**src/hw/adccr_pkg.sv**
```systemverilog
// package of constants and types for the converter configuration and readout block
`default_nettype none
package adccr_pkg;
    // ****************************************
    // configuration word
    // ****************************************
    localparam int CFG_W = 12;
    localparam logic [11:0] CFG_RESET = 12'hFFF;
    localparam int B_AUTOCH = 11;
    localparam int B_CLKSRC = 10;
    localparam int B_TRIG = 9;
    localparam int B_RATE = 8;
    localparam int B_POL = 7;
    localparam int B_FUNC = 6;
    localparam int B_DIR = 5;
    localparam int B_ANAP = 4;
    localparam int B_NAP = 3;
    localparam int B_DEEP = 2;
    localparam int B_TAG = 1;
    localparam int B_SRST = 0;
    // ****************************************
    // commands and frame layout
    // ****************************************
    localparam logic [3:0] CMD_CH_LAST = 4'h7;
    localparam logic [3:0] CMD_WAKE = 4'hB;
    localparam logic [3:0] CMD_RDCFG = 4'hC;
    localparam logic [3:0] CMD_RDDATA = 4'hD;
    localparam logic [3:0] CMD_WRCFG = 4'hE;
    localparam logic [3:0] CMD_DEFAULT = 4'hF;
    localparam logic [4:0] CMD_LAST_EDGE = 5'h03;
    localparam logic [4:0] WORD_LAST_EDGE = 5'h0F;
    localparam int RES_W = 16;
    localparam int TAG_W = 3;
    localparam int TX_W = 24;
    // ****************************************
    // conversion timing in conversion clocks, clock periods in ns
    // ****************************************
    localparam logic [5:0] SAMPLE_CONVERSION_CLOCK = 6'h03;
    localparam logic [5:0] CONV_CONVERSION_CLOCK = 6'h12;
    localparam logic [5:0] CYCLE_FAST = 6'h15;
    localparam logic [5:0] CYCLE_SLOW = 6'h2A;
    localparam int CLK_NS = 10;
    localparam int OSC_NS = 40;
    localparam int OSC_CYC = (OSC_NS / CLK_NS) < 1 ? 1 : (OSC_NS / CLK_NS);
    // ****************************************
    // types
    // ****************************************
    typedef struct packed {
        logic sclk;
        logic frame_select_n;
        logic serial_input;
        logic convert_start_n;
        logic status_in;
    } adccr_pins_t;
    typedef enum logic {CV_ACQ, CV_CONV} adccr_cv_t;
endpackage
`default_nettype wire

```
**src/hw/adccr_core.sv**
```systemverilog
// converter configuration word, conversion sequencing and serial result readout
//
// Notes on behaviour
// (RULE_01) config read returns 4 result MSBs, config
// (RULE_02) config read ignores convert start, status idle
// (RULE_03) all config bits reset to one
// (RULE_04) config write lands on sixteenth falling edge
// (RULE_05) serial input sampled on falling clock edges
// (RULE_06) bit 11 auto-sequences channels
// (RULE_07) bit 10 picks serial-half or oscillator clock
// (RULE_08) bit 9 picks auto or manual trigger
// (RULE_09) bit 8 picks 21 or 42 clock cycle
// (RULE_10) bit 7 sets status polarity
// (RULE_11) bit 6 picks interrupt or end-of-conversion
// (RULE_12) bit 5 makes status pin chain input
// (RULE_13) bit 4 auto nap, ignored when 9,8 zero
// (RULE_14) bit 3 nap, wake command sets it
// (RULE_15) bit 2 deep sleep, wake command sets it
// (RULE_16) bit 1 appends channel tag bits
// (RULE_17) bit 0 zero resets, returns to one
// (RULE_18) result latched at end, shown at frame start
// (RULE_19) host avoids shifting around end of sampling
// (RULE_20) end of sampling: convert start or third clock; auto trigger at the 42 clock cycle ends it on the 24th clock
// (RULE_21) frame before end reads previous result
// (RULE_22) result MSB first, tag, then zeros
// (RULE_23) result coded straight binary
// (RULE_24) output driven only while frame selected
// (RULE_25) first frame after reset shifts all ones
// (RULE_26) host reads during conversion on shared clock
`default_nettype none
module adccr_core #(
    parameter int CHANNELS = 8
) (
    input wire logic clk,
    input wire logic rst_n,
    input wire adccr_pkg::adccr_pins_t pins,
    input wire logic [15:0] adc_code,
    output logic serial_output_r,
    output logic serial_oe_n_r,
    output logic status_out_r,
    output logic status_oe_n_r,
    output logic [2:0] chan_sel_r,
    output logic sampling_r,
    output logic nap_r,
    output logic deep_r,
    output logic [11:0] config_word_r
);
    import adccr_pkg::*;

    // ****************************************
    // serial interface state
    // ****************************************
    logic sclk_q_r, sclk_q_nxt, cs_q_r, cs_q_nxt, cv_q_r, cv_q_nxt;
    logic [4:0] cnt_r, cnt_nxt;
    logic [15:0] rx_r, rx_nxt;
    logic [TX_W-1:0] tx_r, tx_nxt;
    logic [11:0] cfg_nxt;
    logic rdcfg_r, rdcfg_nxt, first_r, first_nxt, int_r, int_nxt, srst_r, srst_nxt;
    logic sdo_nxt, sdo_oe_n_nxt, st_out_nxt, st_oe_n_nxt;
    logic sclk_fall, sclk_rise, cs_fall, cv_fall;
    logic [3:0] cmd;
    logic cmd_chan, cmd_wake, cmd_any;
    // conversion state
    adccr_cv_t cv_r, cv_nxt;
    logic [5:0] cv_cnt_r, cv_cnt_nxt;
    logic [7:0] osc_r, osc_nxt;
    logic half_r, half_nxt, conversion_clock_en, eoc_r, eoc_nxt, anap_r, anap_nxt, pd;
    logic [RES_W-1:0] result_r, result_nxt;
    logic [2:0] tag_r, tag_nxt, chan_nxt;
    logic [5:0] acq_len;
    logic st_active;

    // edge detection on the synchronous pins
    assign sclk_fall = sclk_q_r & ~pins.sclk;
    assign sclk_rise = ~sclk_q_r & pins.sclk;
    assign cs_fall = cs_q_r & ~pins.frame_select_n;
    assign cv_fall = cv_q_r & ~pins.convert_start_n;
    assign cmd = {rx_r[2:0], pins.serial_input};

    // frame decode, configuration word and output shifter
    always_comb begin
        sclk_q_nxt = pins.sclk;
        cs_q_nxt = pins.frame_select_n;
        cv_q_nxt = pins.convert_start_n;
        cnt_nxt = cnt_r;
        rx_nxt = rx_r;
        tx_nxt = tx_r;
        cfg_nxt = config_word_r;
        rdcfg_nxt = rdcfg_r;
        first_nxt = first_r;
        srst_nxt = 1'b0;
        cmd_chan = 1'b0;
        cmd_wake = 1'b0;
        cmd_any = 1'b0;
        // set wins over the frame-start clear
        int_nxt = eoc_r | (int_r & ~cs_fall);
        if (cs_fall) begin
            cnt_nxt = 5'h00;
            rx_nxt = 16'h0000;
            rdcfg_nxt = 1'b0;
            first_nxt = 1'b0;
            if (first_r) begin
                tx_nxt = {TX_W{1'b1}}; // RULE_25
            end else begin
                // RULE_18 RULE_21 RULE_22 RULE_23 RULE_16
                tx_nxt = {result_r, (config_word_r[B_TAG] ? tag_r : 3'h0), 5'h00};
            end
        end else if (!pins.frame_select_n && sclk_fall) begin
            rx_nxt = {rx_r[14:0], pins.serial_input}; // RULE_05
            // chain data follows the local word when the pin is an input
            tx_nxt = {tx_r[TX_W-2:0], ~config_word_r[B_DIR] & pins.status_in}; // RULE_12
            if (cnt_r != 5'h1F) begin
                cnt_nxt = cnt_r + 5'h01;
            end
            if (cnt_r == CMD_LAST_EDGE) begin
                cmd_any = (cmd <= CMD_CH_LAST) || (cmd == CMD_WAKE) || (cmd == CMD_DEFAULT);
                cmd_chan = (cmd <= CMD_CH_LAST);
                if (cmd == CMD_WAKE) begin
                    cmd_wake = 1'b1;
                    cfg_nxt[B_NAP] = 1'b1; // RULE_14
                    cfg_nxt[B_DEEP] = 1'b1; // RULE_15
                end
                if (cmd == CMD_DEFAULT) begin
                    cfg_nxt = CFG_RESET; // RULE_03
                end
                if (cmd == CMD_RDCFG) begin
                    rdcfg_nxt = 1'b1; // RULE_02
                    tx_nxt = {config_word_r, 12'h000}; // RULE_01
                end
            end
            if (cnt_r == WORD_LAST_EDGE && rx_r[14:11] == CMD_WRCFG) begin
                cfg_nxt = {rx_r[10:0], pins.serial_input}; // RULE_04
                if (!pins.serial_input) begin
                    // bit 0 low: reset the system, word back to defaults
                    cfg_nxt = CFG_RESET; // RULE_17
                    srst_nxt = 1'b1;
                    first_nxt = 1'b1;
                end
            end
        end
        // output driven only inside the frame; once data runs out, low, or chain data when the status pin is an input
        sdo_oe_n_nxt = pins.frame_select_n; // RULE_24
        sdo_nxt = pins.frame_select_n ? 1'b0 : tx_nxt[TX_W-1]; // RULE_22
        // status pin: level end-of-conversion or sticky interrupt
        st_active = config_word_r[B_FUNC] ? (cv_r == CV_ACQ) : int_r; // RULE_11
        if (rdcfg_r) begin
            st_active = 1'b0; // RULE_02
        end
        st_out_nxt = st_active ^ config_word_r[B_POL]; // RULE_10
        st_oe_n_nxt = ~config_word_r[B_DIR]; // RULE_12
    end

    always_ff @(posedge clk) begin
        if (!rst_n) begin
            sclk_q_r <= 1'b1; // clock idles high, so no false rise after reset
            cs_q_r <= 1'b1;
            cv_q_r <= 1'b1;
            cnt_r <= 5'h00;
            rx_r <= 16'h0000;
            tx_r <= {TX_W{1'b1}};
            config_word_r <= CFG_RESET; // RULE_03
            rdcfg_r <= 1'b0;
            first_r <= 1'b1;
            int_r <= 1'b0;
            srst_r <= 1'b0;
            serial_output_r <= 1'b0;
            serial_oe_n_r <= 1'b1;
            status_out_r <= 1'b0;
            status_oe_n_r <= 1'b0;
        end else begin
            sclk_q_r <= sclk_q_nxt;
            cs_q_r <= cs_q_nxt;
            cv_q_r <= cv_q_nxt;
            cnt_r <= cnt_nxt;
            rx_r <= rx_nxt;
            tx_r <= tx_nxt;
            config_word_r <= cfg_nxt;
            rdcfg_r <= rdcfg_nxt;
            first_r <= first_nxt;
            int_r <= int_nxt;
            srst_r <= srst_nxt;
            serial_output_r <= sdo_nxt;
            serial_oe_n_r <= sdo_oe_n_nxt;
            status_out_r <= st_out_nxt;
            status_oe_n_r <= st_oe_n_nxt;
        end
    end

    // ****************************************
    // conversion sequencer
    // ****************************************
    // conversion clock: every second serial rise, or the oscillator divider
    assign conversion_clock_en = config_word_r[B_CLKSRC] ? (osc_r == 8'(OSC_CYC - 1)) // RULE_07
                                             : (sclk_rise & half_r);
    // auto cycle length minus the conversion part
    assign acq_len = config_word_r[B_RATE] ? (CYCLE_SLOW - CONV_CONVERSION_CLOCK) // RULE_09
                                           : (CYCLE_FAST - CONV_CONVERSION_CLOCK);
    assign pd = ~config_word_r[B_NAP] | ~config_word_r[B_DEEP] | anap_r;

    // sampling, conversion, end of conversion and channel stepping
    always_comb begin
        cv_nxt = cv_r;
        cv_cnt_nxt = cv_cnt_r;
        osc_nxt = (osc_r == 8'(OSC_CYC - 1)) ? 8'h00 : osc_r + 8'h01;
        half_nxt = sclk_rise ? ~half_r : half_r;
        eoc_nxt = 1'b0;
        anap_nxt = anap_r;
        result_nxt = result_r;
        tag_nxt = tag_r;
        chan_nxt = chan_sel_r;
        if (cmd_chan) begin
            chan_nxt = cmd[2:0];
        end
        if (cmd_any || cmd_wake) begin
            anap_nxt = 1'b0;
        end
        unique case (cv_r)
            CV_ACQ: begin
                if (config_word_r[B_TRIG]) begin
                    // manual: convert start fall ends sampling
                    if (cv_fall && !rdcfg_r && !(pd && !anap_r)) begin // RULE_02
                        cv_nxt = CV_CONV; // RULE_08 RULE_20
                        cv_cnt_nxt = 6'h00;
                        anap_nxt = 1'b0;
                    end
                end else if (!pd && conversion_clock_en) begin
                    // auto: sampling ends after the set number of clocks
                    if (cv_cnt_r >= acq_len - 6'h01) begin
                        cv_nxt = CV_CONV; // RULE_08 RULE_20
                        cv_cnt_nxt = 6'h00;
                    end else begin
                        cv_cnt_nxt = cv_cnt_r + 6'h01;
                    end
                end
            end
            CV_CONV: begin
                if (conversion_clock_en) begin
                    if (cv_cnt_r == CONV_CONVERSION_CLOCK - 6'h01) begin
                        cv_nxt = CV_ACQ;
                        cv_cnt_nxt = 6'h00;
                        eoc_nxt = 1'b1;
                        result_nxt = adc_code; // RULE_18 RULE_23
                        tag_nxt = chan_sel_r;
                        if (config_word_r[B_AUTOCH]) begin
                            chan_nxt = (32'(chan_sel_r) == CHANNELS - 1) ? 3'h0 // RULE_06
                                                                         : chan_sel_r + 3'h1;
                        end
                        // auto nap only counts when trigger and rate bits allow it
                        anap_nxt = ~config_word_r[B_ANAP] // RULE_13
                                   & (config_word_r[B_TRIG] | config_word_r[B_RATE]);
                    end else begin
                        cv_cnt_nxt = cv_cnt_r + 6'h01;
                    end
                end
            end
        endcase
        if (srst_r) begin
            cv_nxt = CV_ACQ; // RULE_17
            cv_cnt_nxt = 6'h00;
            anap_nxt = 1'b0;
            chan_nxt = 3'h0;
        end
    end

    always_ff @(posedge clk) begin
        if (!rst_n) begin
            cv_r <= CV_ACQ;
            cv_cnt_r <= 6'h00;
            osc_r <= 8'h00;
            half_r <= 1'b0;
            eoc_r <= 1'b0;
            anap_r <= 1'b0;
            result_r <= 16'h0000;
            tag_r <= 3'h0;
            chan_sel_r <= 3'h0;
            sampling_r <= 1'b1;
            nap_r <= 1'b0;
            deep_r <= 1'b0;
        end else begin
            cv_r <= cv_nxt;
            cv_cnt_r <= cv_cnt_nxt;
            osc_r <= osc_nxt;
            half_r <= half_nxt;
            eoc_r <= eoc_nxt;
            anap_r <= anap_nxt;
            result_r <= result_nxt;
            tag_r <= tag_nxt;
            chan_sel_r <= chan_nxt;
            sampling_r <= (cv_nxt == CV_ACQ);
            nap_r <= ~cfg_nxt[B_NAP] | anap_nxt; // RULE_14 RULE_13
            deep_r <= ~cfg_nxt[B_DEEP]; // RULE_15
        end
    end
endmodule
`default_nettype wire

```
**config.mk**
```make
export PLATFORM = sky130hd
export DESIGN_NAME = adccr_core
export DESIGN_NICKNAME = d
export VERILOG_FILES = /design/src/hw/adccr_pkg.sv /design/src/hw/adccr_core.sv
export SDC_FILE = /design/constraint.sdc
export NUM_CORES = 1
export LEC_CHECK = 0
export BUFFER_PORTS_ARGS = -buffer_cell sky130_fd_sc_hd__buf_2
export CAP_MARGIN = 0
export CORE_MARGIN = 5
export CORE_UTILIZATION = 30
export CTS_BUF_LIST = sky130_fd_sc_hd__clkbuf_8 sky130_fd_sc_hd__clkbuf_16
export CTS_CLUSTER_DIAMETER = 150
export DETAILED_ROUTE_END_ITERATION = 8
export GPL_TIMING_DRIVEN = 0
export PLACE_DENSITY = 0.45
export SLEW_MARGIN = 10
export SYNTH_ARGS = -nofsm -noshare
export SYNTH_HDL_FRONTEND = slang
export SYNTH_SLANG_ARGS = --single-unit
```
**constraint.sdc**
```tcl
create_clock -name clk -period 3.05 [get_ports clk]
set_input_delay 0.61 -clock clk [delete_from_list [all_inputs] [get_ports clk]]
set_output_delay 0.61 -clock clk [all_outputs]
set_load 0.03 [all_outputs]
```
==> qor.csv, run 1 <==
metric;value;unit
worstMarginPinSlew;1.22;ns
reg2regPathDepth;5;
clk_pin_slew_worst_paths;0.07;ns
portBuffers;43;
viasPerCell;4.97;
r2r-end;tx_r[17]$_SDFFE_PN1P_;
fp-row-count;45;
regArea;2180;um2
setup.worst_path.end;tx_r[17]$_SDFFE_PN1P_;
die_h;134;um
drive_gt1_frac;0.121;
rsz0062_at_grt;no;
finalNetCount;617;
endpoint_kind;flip-flop;
track_usage;0.141;
diodes;0;
status;finished clean;
ios;45;
multiInputGateArea;2290;um2
synthCells;529;
antenna_found_initial;0;
synth-edff-count;0;
cpLargestDelayFamily;simple AND/OR/NAND/NOR gates;
fp.dieArea;18100;um2
cap_violations;0;
hold_path_class;reg2reg;
synth-main-ff-cell;dfxtp_1;
slew-limit-headroom;0.186;
path_cells;buf_2, nor3b_1, nor2_1, clkbuf_1, a221oi_1, o21ai_0;
slew_violations;0;
wl_per_cell;16.0;um
first_global_vias;3777;
routabilityCongestion;0.783;
r2r_setup_slack;0.46;ns
layout_common_cells;110 x nand2_1, 109 x dfxtp_1, 46 x buf_2;
drc;0;
drt_wl_total;12.4;mm
final_common_cell;nand2_1;
async_reset_ff_frac;0;
start_kind;input port;
vdd_drop_max;0.270;mV
synth_cell_types;49;
critPathKind;in2reg;
synth_warnings;0;
drtIter0Drc;225;
cts_tree;done;
worst_ep_arrival_time;2.83;ns
max_freq;0.384;GHz
coreArea;15200;um2
area_growth;16.4;%
ys_seq_elements;109;
timing.hold.ws;0.446;ns
seq_area_frac_synth;0.469;
ctsHoldBuffers;0;
leakage;0.00207;uW
crit_cells;6;
cts_resized;0;
syn_area;4650;um2
tns;0;ns
r2r-start;sclk_q_r$_SDFF_PN1_;
dp_slack;0.0866;ns
setup_slack;0.446;ns
finalCritPeriodShare;0.854;
crit_path_start;pins[3];
grt_overflow;0;
start_util;0.306;
critPathBufInv;2;
cts_sinks;109;
setup-violations-final;0;
cts_max_path_buffers;2;
cp.required;3.27;ns
skew;0.00747;ns
critical_path.max_fanout;10;
via_count;3854;
avgSynthCellArea;8.79;um2
cts_root_buf;clkbuf_16;
clkLatencyLatePin;0.35;ns
dpl.hpwl;9.40;mm
syn_nets;563;
cp_slowest_stage_delay;0.98;ns
die_w;134;um
powerDensity;550;nW/um2
fin_util;0.356;
grt_max_degree;18;
fill_cells;1600;
grt_pass1_wl;20.1;mm
hold_viol_final;0;
cts_made_buffers;9;
cts_setup_buffers;0;
ant_nets;0;
first_pass_iters;4;
finalCriticalPeriod;2.60;ns
slowest_stage;nor3b_1;
htreeDepth;3;
==> worst reg2reg max path: stages, from the launching register on <==
cell and delay (ns):
dfxtp_1 0.36, nor3b_1 0.99, nor2_1 0.32, clkbuf_1 0.35
a221oi_1 0.31, o21ai_0 0.13
==> stage by stage <==
stage / total power, uW / instance area, um2 / cells
after global routing: 3110 / 5410 / 775
after CTS: 3020 / 5410 / 775
final: 2980 / 5410 / 775
after detailed placement: 1760 / 5100 / 760
after floorplan: 1680 / 4650 / 529
after global placement: 1750 / 5100 / 760
==> area by class of cell <==
cell class | instances | share of cell area
plain buffers | 32 | 0.0243
clock buffers | 9 | 0.0416
clock inverters | 6 | 0.0164
inverters | 11 | 0.00763
multi-input cells | 377 | 0.424
flip-flops and latches | 109 | 0.403
well taps | 188 | 0.0434
repair buffers | 43 | 0.0398
==> routing by layer <==
| metal | vias to the layer above | GRT usage | share of wire |
|---|---|---|---|
| li1 | 1980 | - | - |
| met1 | 1821 | 0.176 | 0.47 |
| met2 | 42 | 0.237 | 0.48 |
| met3 | 11 | 0.0391 | 0.038 |
| met4 | 0 | 0.0458 | 0.010 |
| met5 | - | 0 | 0 |
==> Yosys cell counts, types with 10 or more instances <==
library cell	instances	area (um2)
nand2_1	110	413
nor2b_1	16	100
a221oi_1	15	131
nor2_1	23	86.3
ha_1	11	138
inv_1	11	41.3
a21boi_1	10	75.1
dfxtp_1	109	2180
clkbuf_1	27	101
a21oi_1	31	155
nand3_1	10	50.1
o21ai_0	22	110
a21boi_0	10	75.1
mux2i_1	13	130
==> cell families after synthesis <==
family / after synthesis / share of synthesized area
xor+xnor: 10 / 0.0188
mux: 13 / 0.0280
flops: 109 / 0.469
simple gates: 210 / 0.217
compound gates: 133 / 0.200
fa+ha+maj: 11 / 0.0296
buf+inv: 43 / 0.0371
==> registers in the layout, indices dropped and copies added, names as in the netlist, 3 cells and up <==
name / count
chan_sel_r: 3
cnt_r: 5
config_word_r: 12
cv_cnt_r: 6
osc_r: 8
result_r: 16
rx_r: 15
tag_r: 3
tx_r: 24
==> power by group <==
part,leakage (uW),switching (uW),internal [uW]
Clock,0.000159,533,718
Sequential,0.000888,31.9,1470
Combinational,0.00103,137,84.2
==> how the worst min path moves through the flow <==
stage,from,to,slack (ns),cells after the start
after floorplan,tx_r[9]$_SDFFE_PN1P_,tx_r[10]$_SDFFE_PN1P_,0.42,2
after global placement,osc_r[0]$_SDFF_PP0_,osc_r[0]$_SDFF_PP0_,0.44,1
after detailed placement,tx_r[8]$_SDFFE_PN1P_,tx_r[9]$_SDFFE_PN1P_,0.44,2
after CTS,tx_r[8]$_SDFFE_PN1P_,tx_r[9]$_SDFFE_PN1P_,0.45,2
after global routing,pins[1],cv_q_r$_SDFF_PN1_,0.47,2
final,tx_r[8]$_SDFFE_PN1P_,tx_r[9]$_SDFFE_PN1P_,0.45,2
(Power assumes the default switching activity.)
==> run 2: changes to the inputs <==
CELL_PAD_IN_SITES_DETAIL_PLACEMENT = 1   (was default)
CELL_PAD_IN_SITES_GLOBAL_PLACEMENT = 2   (was default)
PLACE_DENSITY = 0.66   (was 0.45)
==> run 2 against run 1 <==
  * Hold slack better by 0.0031 ns
  * Flip-flop and latch count stayed put
  * Clock skew hardly changed
  * Cell count is 0.13% higher
  * Via count grew 2.9%
  * Clock-buffer cell count increased by 1
  * Combinational power increased by 2%
  * Non-clock buffer count unchanged
  * Setup slack worse by 0.12 ns
  * Largest power group unchanged
  * Highest routed layer unchanged
==> qor.csv, run 2 (synthesis results as in run 1) <==
metric;value;unit
r2r_setup_slack;0.33;ns
max_freq;0.368;GHz
diodes;0;
final_common_cell;nand2_1;
hold_path_class;reg2reg;
htreeDepth;3;
grt_overflow;0;
cp_slowest_stage_delay;0.73;ns
routabilityCongestion;0.746;
rsz0062_at_grt;no;
first_pass_iters;4;
leakage;0.00207;uW
worst_ep_arrival_time;2.92;ns
cts_tree;done;
hold_viol_final;0;
critPathBufInv;1;
portBuffers;43;
critPathKind;reg2reg;
path_cells;ha_1, and3_1, ha_1, nand4_1, nor3_1, a31oi_1, clkbuf_1, o211ai_1;
ios;45;
reg_top3;tx_r: 24 flops, result_r: 16 flops, rx_r: 15 flops;
r2r-end;config_word_r[11]$_SDFFE_PN1P_;
worstHoldStart;tx_r[7]$_SDFFE_PN1P_;
grtUsageMet3;0.0436;
viasPerCell;5.11;
worstMarginPinSlew;1.15;ns
cp.required;3.25;ns
drtIter0Drc;169;
track_usage;0.158;
cap_violations;0;
grt_pass1_wl;22.5;mm
largest_reg_flops;24;
slew-limit-headroom;0.235;
slowest_stage;a31oi_1;
ant_nets;0;
finalCritPeriodShare;0.892;
drt_wl_total;13.7;mm
fp.dieArea;18100;um2
finalCriticalPeriod;2.72;ns
clk_pin_slew_worst_paths;0.07;ns
regArea;2180;um2
wl_per_cell;17.7;um
multiInputGateArea;2290;um2
drc;0;
powerDensity;539;nW/um2
antenna_found_initial;0;
top_usage_layer;met2;
cpLargestDelayFamily;compound AO/OA/AOI/OAI gates;
critical_path.max_fanout;10;
die_h;134;um
cts_root_buf;clkbuf_16;
area_growth;16.0;%
clkLatencyLatePin;0.35;ns
fp-row-count;45;
ctsHoldBuffers;0;
timing.hold.ws;0.449;ns
skew;0.00727;ns
setup-violations-final;0;
slew_violations;0;
holdPathEnd;tx_r[8]$_SDFFE_PN1P_;
start_util;0.306;
start_kind;flip-flop;
tns;0;ns
grtUsageMet1;0.206;
drive_gt1_frac;0.121;
cts_made_buffers;9;
dpl.hpwl;10.3;mm
layout_common_cells;110 x nand2_1, 109 x dfxtp_1, 46 x buf_2;
coreArea;15200;um2
reg2regPathDepth;8;
globalRouteMet2Util;0.262;
fin_util;0.355;
die_w;134;um
whs_path_depth;2;
cts_resized;0;
power.total;2910;uW
largest_register;tx_r;
first_global_vias;4116;
cts_sinks;109;
vdd_drop_max;0.247;mV
r2r-start;cnt_r[0]$_SDFFE_PP0P_;
fill_cells;1803;
worst_path_most_repeated_cell;ha_1;
via_count;3964;
status;finished clean;
cts_setup_buffers;0;
finalNetCount;617;
grt_max_degree;17;
endpoint_kind;flip-flop;
cts_max_path_buffers;2;
## run 2: metal layers
layer  routed length [um]  vias to the layer above  share of wire
met4                  170                        0          0.012
met1                 6590                     1930           0.48
met5                    0                        -              0
met3                  496                        7          0.036
met2                 6480                       40           0.47
li1                     -                     1987              -
## run 2: worst min-delay path, stage by stage, from the launching register on
cell	delay [ns]
dfxtp_1	0.32
nand2_1	0.05
nand2_1	0.04
## run 2: cell type report
| class | count | area share |
|---|---|---|
| Multi-Input combinational cell | 377 | 0.425 |
| Sequential cell | 109 | 0.405 |
| Clock buffer | 10 | 0.0443 |
| Tap cell | 188 | 0.0436 |
| Timing Repair Buffer | 43 | 0.0399 |
| Buffer | 32 | 0.0244 |
| Clock inverter | 6 | 0.0102 |
| Inverter | 11 | 0.00765 |
## run 2: how the worst max path moves through the flow
stage	from	end	slack, ns	cells after the start
floorplan	pins[3]	config_word_r[1]$_SDFFE_PN1P_	0.68	7
global placement	pins[4]	config_word_r[9]$_SDFFE_PN1P_	0.07	7
detailed placement	pins[3]	config_word_r[1]$_SDFFE_PN1P_	0.05	8
CTS	cnt_r[0]$_SDFFE_PP0P_	config_word_r[7]$_SDFFE_PN1P_	0.28	8
global route	cnt_r[0]$_SDFFE_PP0P_	config_word_r[11]$_SDFFE_PN1P_	0.13	8
finish	cnt_r[0]$_SDFFE_PP0P_	config_word_r[11]$_SDFFE_PN1P_	0.33	8
## run 2: stage by stage
| stage | cell area [um2] | cells | setup WS (ns) |
|---|---|---|---|
| finish | 5390 | 776 | 0.331 |
| detailed placement | 5100 | 760 | 0.0490 |
| floorplan | 4650 | 529 | 0.676 |
| global route | 5390 | 776 | 0.130 |
| global placement | 5100 | 760 | 0.0679 |
| CTS | 5390 | 776 | 0.275 |
## run 2: where the power goes
part           internal [uW]  total (uW)  leakage, uW  switching (uW)
registers               1470        1500     0.000888            34.1
logic                   84.3         226      0.00103             141
clock network            651        1180     0.000151             525
total                   2210        2910      0.00207             701
==> run 3: changes to the inputs <==
BUFFER_PORTS_ARGS = -buffer_cell sky130_fd_sc_hd__buf_4   (was -buffer_cell sky130_fd_sc_hd__buf_2)
==> run 3 against run 2 <==
  * Combinational power rose by 4%
  * Sequential share of layout area fell by 0.80 points
  * Via count fell by 0.55%
==> qor.csv, run 3 (synthesis results as in run 1) <==
metric;value;unit
wl_met1;6.76;mm
max_freq;0.363;GHz
rsz0062_at_grt;no;
switchingPower;717;uW
top_layer;met4;
worst_ep_arrival_time;2.97;ns
track_usage;0.157;
hold_path_class;reg2reg;
clkLatencyLatePin;0.36;ns
drtIter0Drc;143;
start_kind;flip-flop;
diodes;0;
drc;0;
finalNetCount;617;
power.total;2900;uW
die_h;134;um
endpoint_kind;flip-flop;
cts_sinks;109;
worstMarginPinSlew;0.993;ns
fp-row-count;45;
setup-violations-final;0;
drive_gt1_frac;0.122;
regArea;2180;um2
slew_violations;0;
r2r_setup_slack;0.30;ns
portBuffers;43;
tns;0;ns
finalCritPeriodShare;0.902;
ios;45;
critical_path.max_fanout;10;
reg_top3;tx_r: 24 flops, result_r: 16 flops, rx_r: 15 flops;
powerDensity;527;nW/um2
wl_per_cell;17.6;um
via_count;3942;
grt_max_degree;17;
ctsHoldBuffers;0;
htreeDepth;3;
die_w;134;um
cts_tree;done;
viasPerCell;5.08;
slew-limit-headroom;0.335;
hold_viol_final;0;
start_util;0.306;
cp.required;3.26;ns
largest_reg_flops;24;
grt_overflow;0;
wl_met2;6.12;mm
dpl.hpwl;10.2;mm
skew;0.0107;ns
cap_violations;0;
cts_setup_buffers;0;
cts_made_buffers;9;
netSwitchingFraction;0.247;
ant_nets;0;
wl_met3;502;um
drt_wl_total;13.7;mm
leakage;0.00211;uW
multiInputGateArea;2300;um2
critPathKind;reg2reg;
finalCriticalPeriod;2.75;ns
fill_cells;1789;
power_frac_seq;0.519;
first_global_vias;4034;
cts_root_buf;clkbuf_16;
largest_register;tx_r;
pwr-share-comb;0.081;
cts_max_path_buffers;2;
coreArea;15200;um2
final_common_cell;nand2_1;
clk_pin_slew_worst_paths;0.07;ns
routabilityCongestion;0.749;
first_pass_iters;4;
layout_common_cells;110 x nand2_1, 109 x dfxtp_1, 45 x buf_4;
cts_resized;0;
intPower;2180;uW
fp.dieArea;18100;um2
vdd_drop_max;0.291;mV
antenna_found_initial;0;
power_frac_clock;0.400;
area_growth;18.4;%
status;finished clean;
grt_pass1_wl;22.2;mm
==> run 3: cell count changes in the layout (fill, tap and decap cells not counted) <==
cell,change
nor3b_1,-1
bufinv_16,-1
nor3b_2,+1
buf_4,+43
buf_2,-43
clkbuf_8,+2
clkinv_2,-2
clkinv_4,+1
==> run 3: through the flow <==
step           instance area (um2)  worst slack (ns)  utilization  std cells  hold WS, ns
2_1_floorplan                 4650             0.676            -        529        0.422
3_3_place_gp                  5210             0.110        0.343        760        0.435
3_5_place_dp                  5210            0.0324        0.343        760        0.444
4_1_cts                       5500             0.310        0.362        776        0.450
5_1_grt                       5500            0.0940        0.362        776        0.448
6_report                      5500             0.298        0.362        776        0.454
==> run 3: worst max-delay path, stage by stage, from the launching register on <==
cell,delay (ns)
dfxtp_1,0.33
ha_1,0.22
and3_1,0.21
ha_1,0.19
nand4_1,0.16
nor3_1,0.12
a31oi_1,0.77
clkbuf_1,0.44
o211ai_1,0.17
==> run 3: worst paths after layout <==
kind	depth (start not counted)	startpoint	end
worst max-delay path	8	cnt_r[0]$_SDFFE_PP0P_	config_word_r[9]$_SDFFE_PN1P_
worst max register to register	8	cnt_r[0]$_SDFFE_PP0P_	config_word_r[9]$_SDFFE_PN1P_
worst min-delay path	2	tx_r[7]$_SDFFE_PN1P_	tx_r[8]$_SDFFE_PN1P_
worst min register to register	2	tx_r[7]$_SDFFE_PN1P_	tx_r[8]$_SDFFE_PN1P_
==> run 3: cell type report <==
class / count / share of cell area
clock buffer: 12 / 0.0484
timing repair buffer: 43 / 0.0587
multi-input combinational: 377 / 0.418
sequential: 109 / 0.397
inverter: 11 / 0.00750
tap: 188 / 0.0427
buffer: 32 / 0.0239
clock inverter: 4 / 0.00432
==> run 3: power groups by stage <==
stage | combinational, uW | clock (uW) | sequential [uW]
after floorplan | 142 | 0 | 1540
after global placement | 234 | 0 | 1540
after detailed placement | 241 | 0 | 1540
after CTS | 241 | 1200 | 1500
after global routing | 265 | 1250 | 1510
final | 235 | 1160 | 1500
==> run 3: layer usage <==
layer	vias up	GRT usage
li1	1975	-
met1	1904	0.209
met5	-	0
met3	16	0.0406
met4	0	0.0532
met2	47	0.248
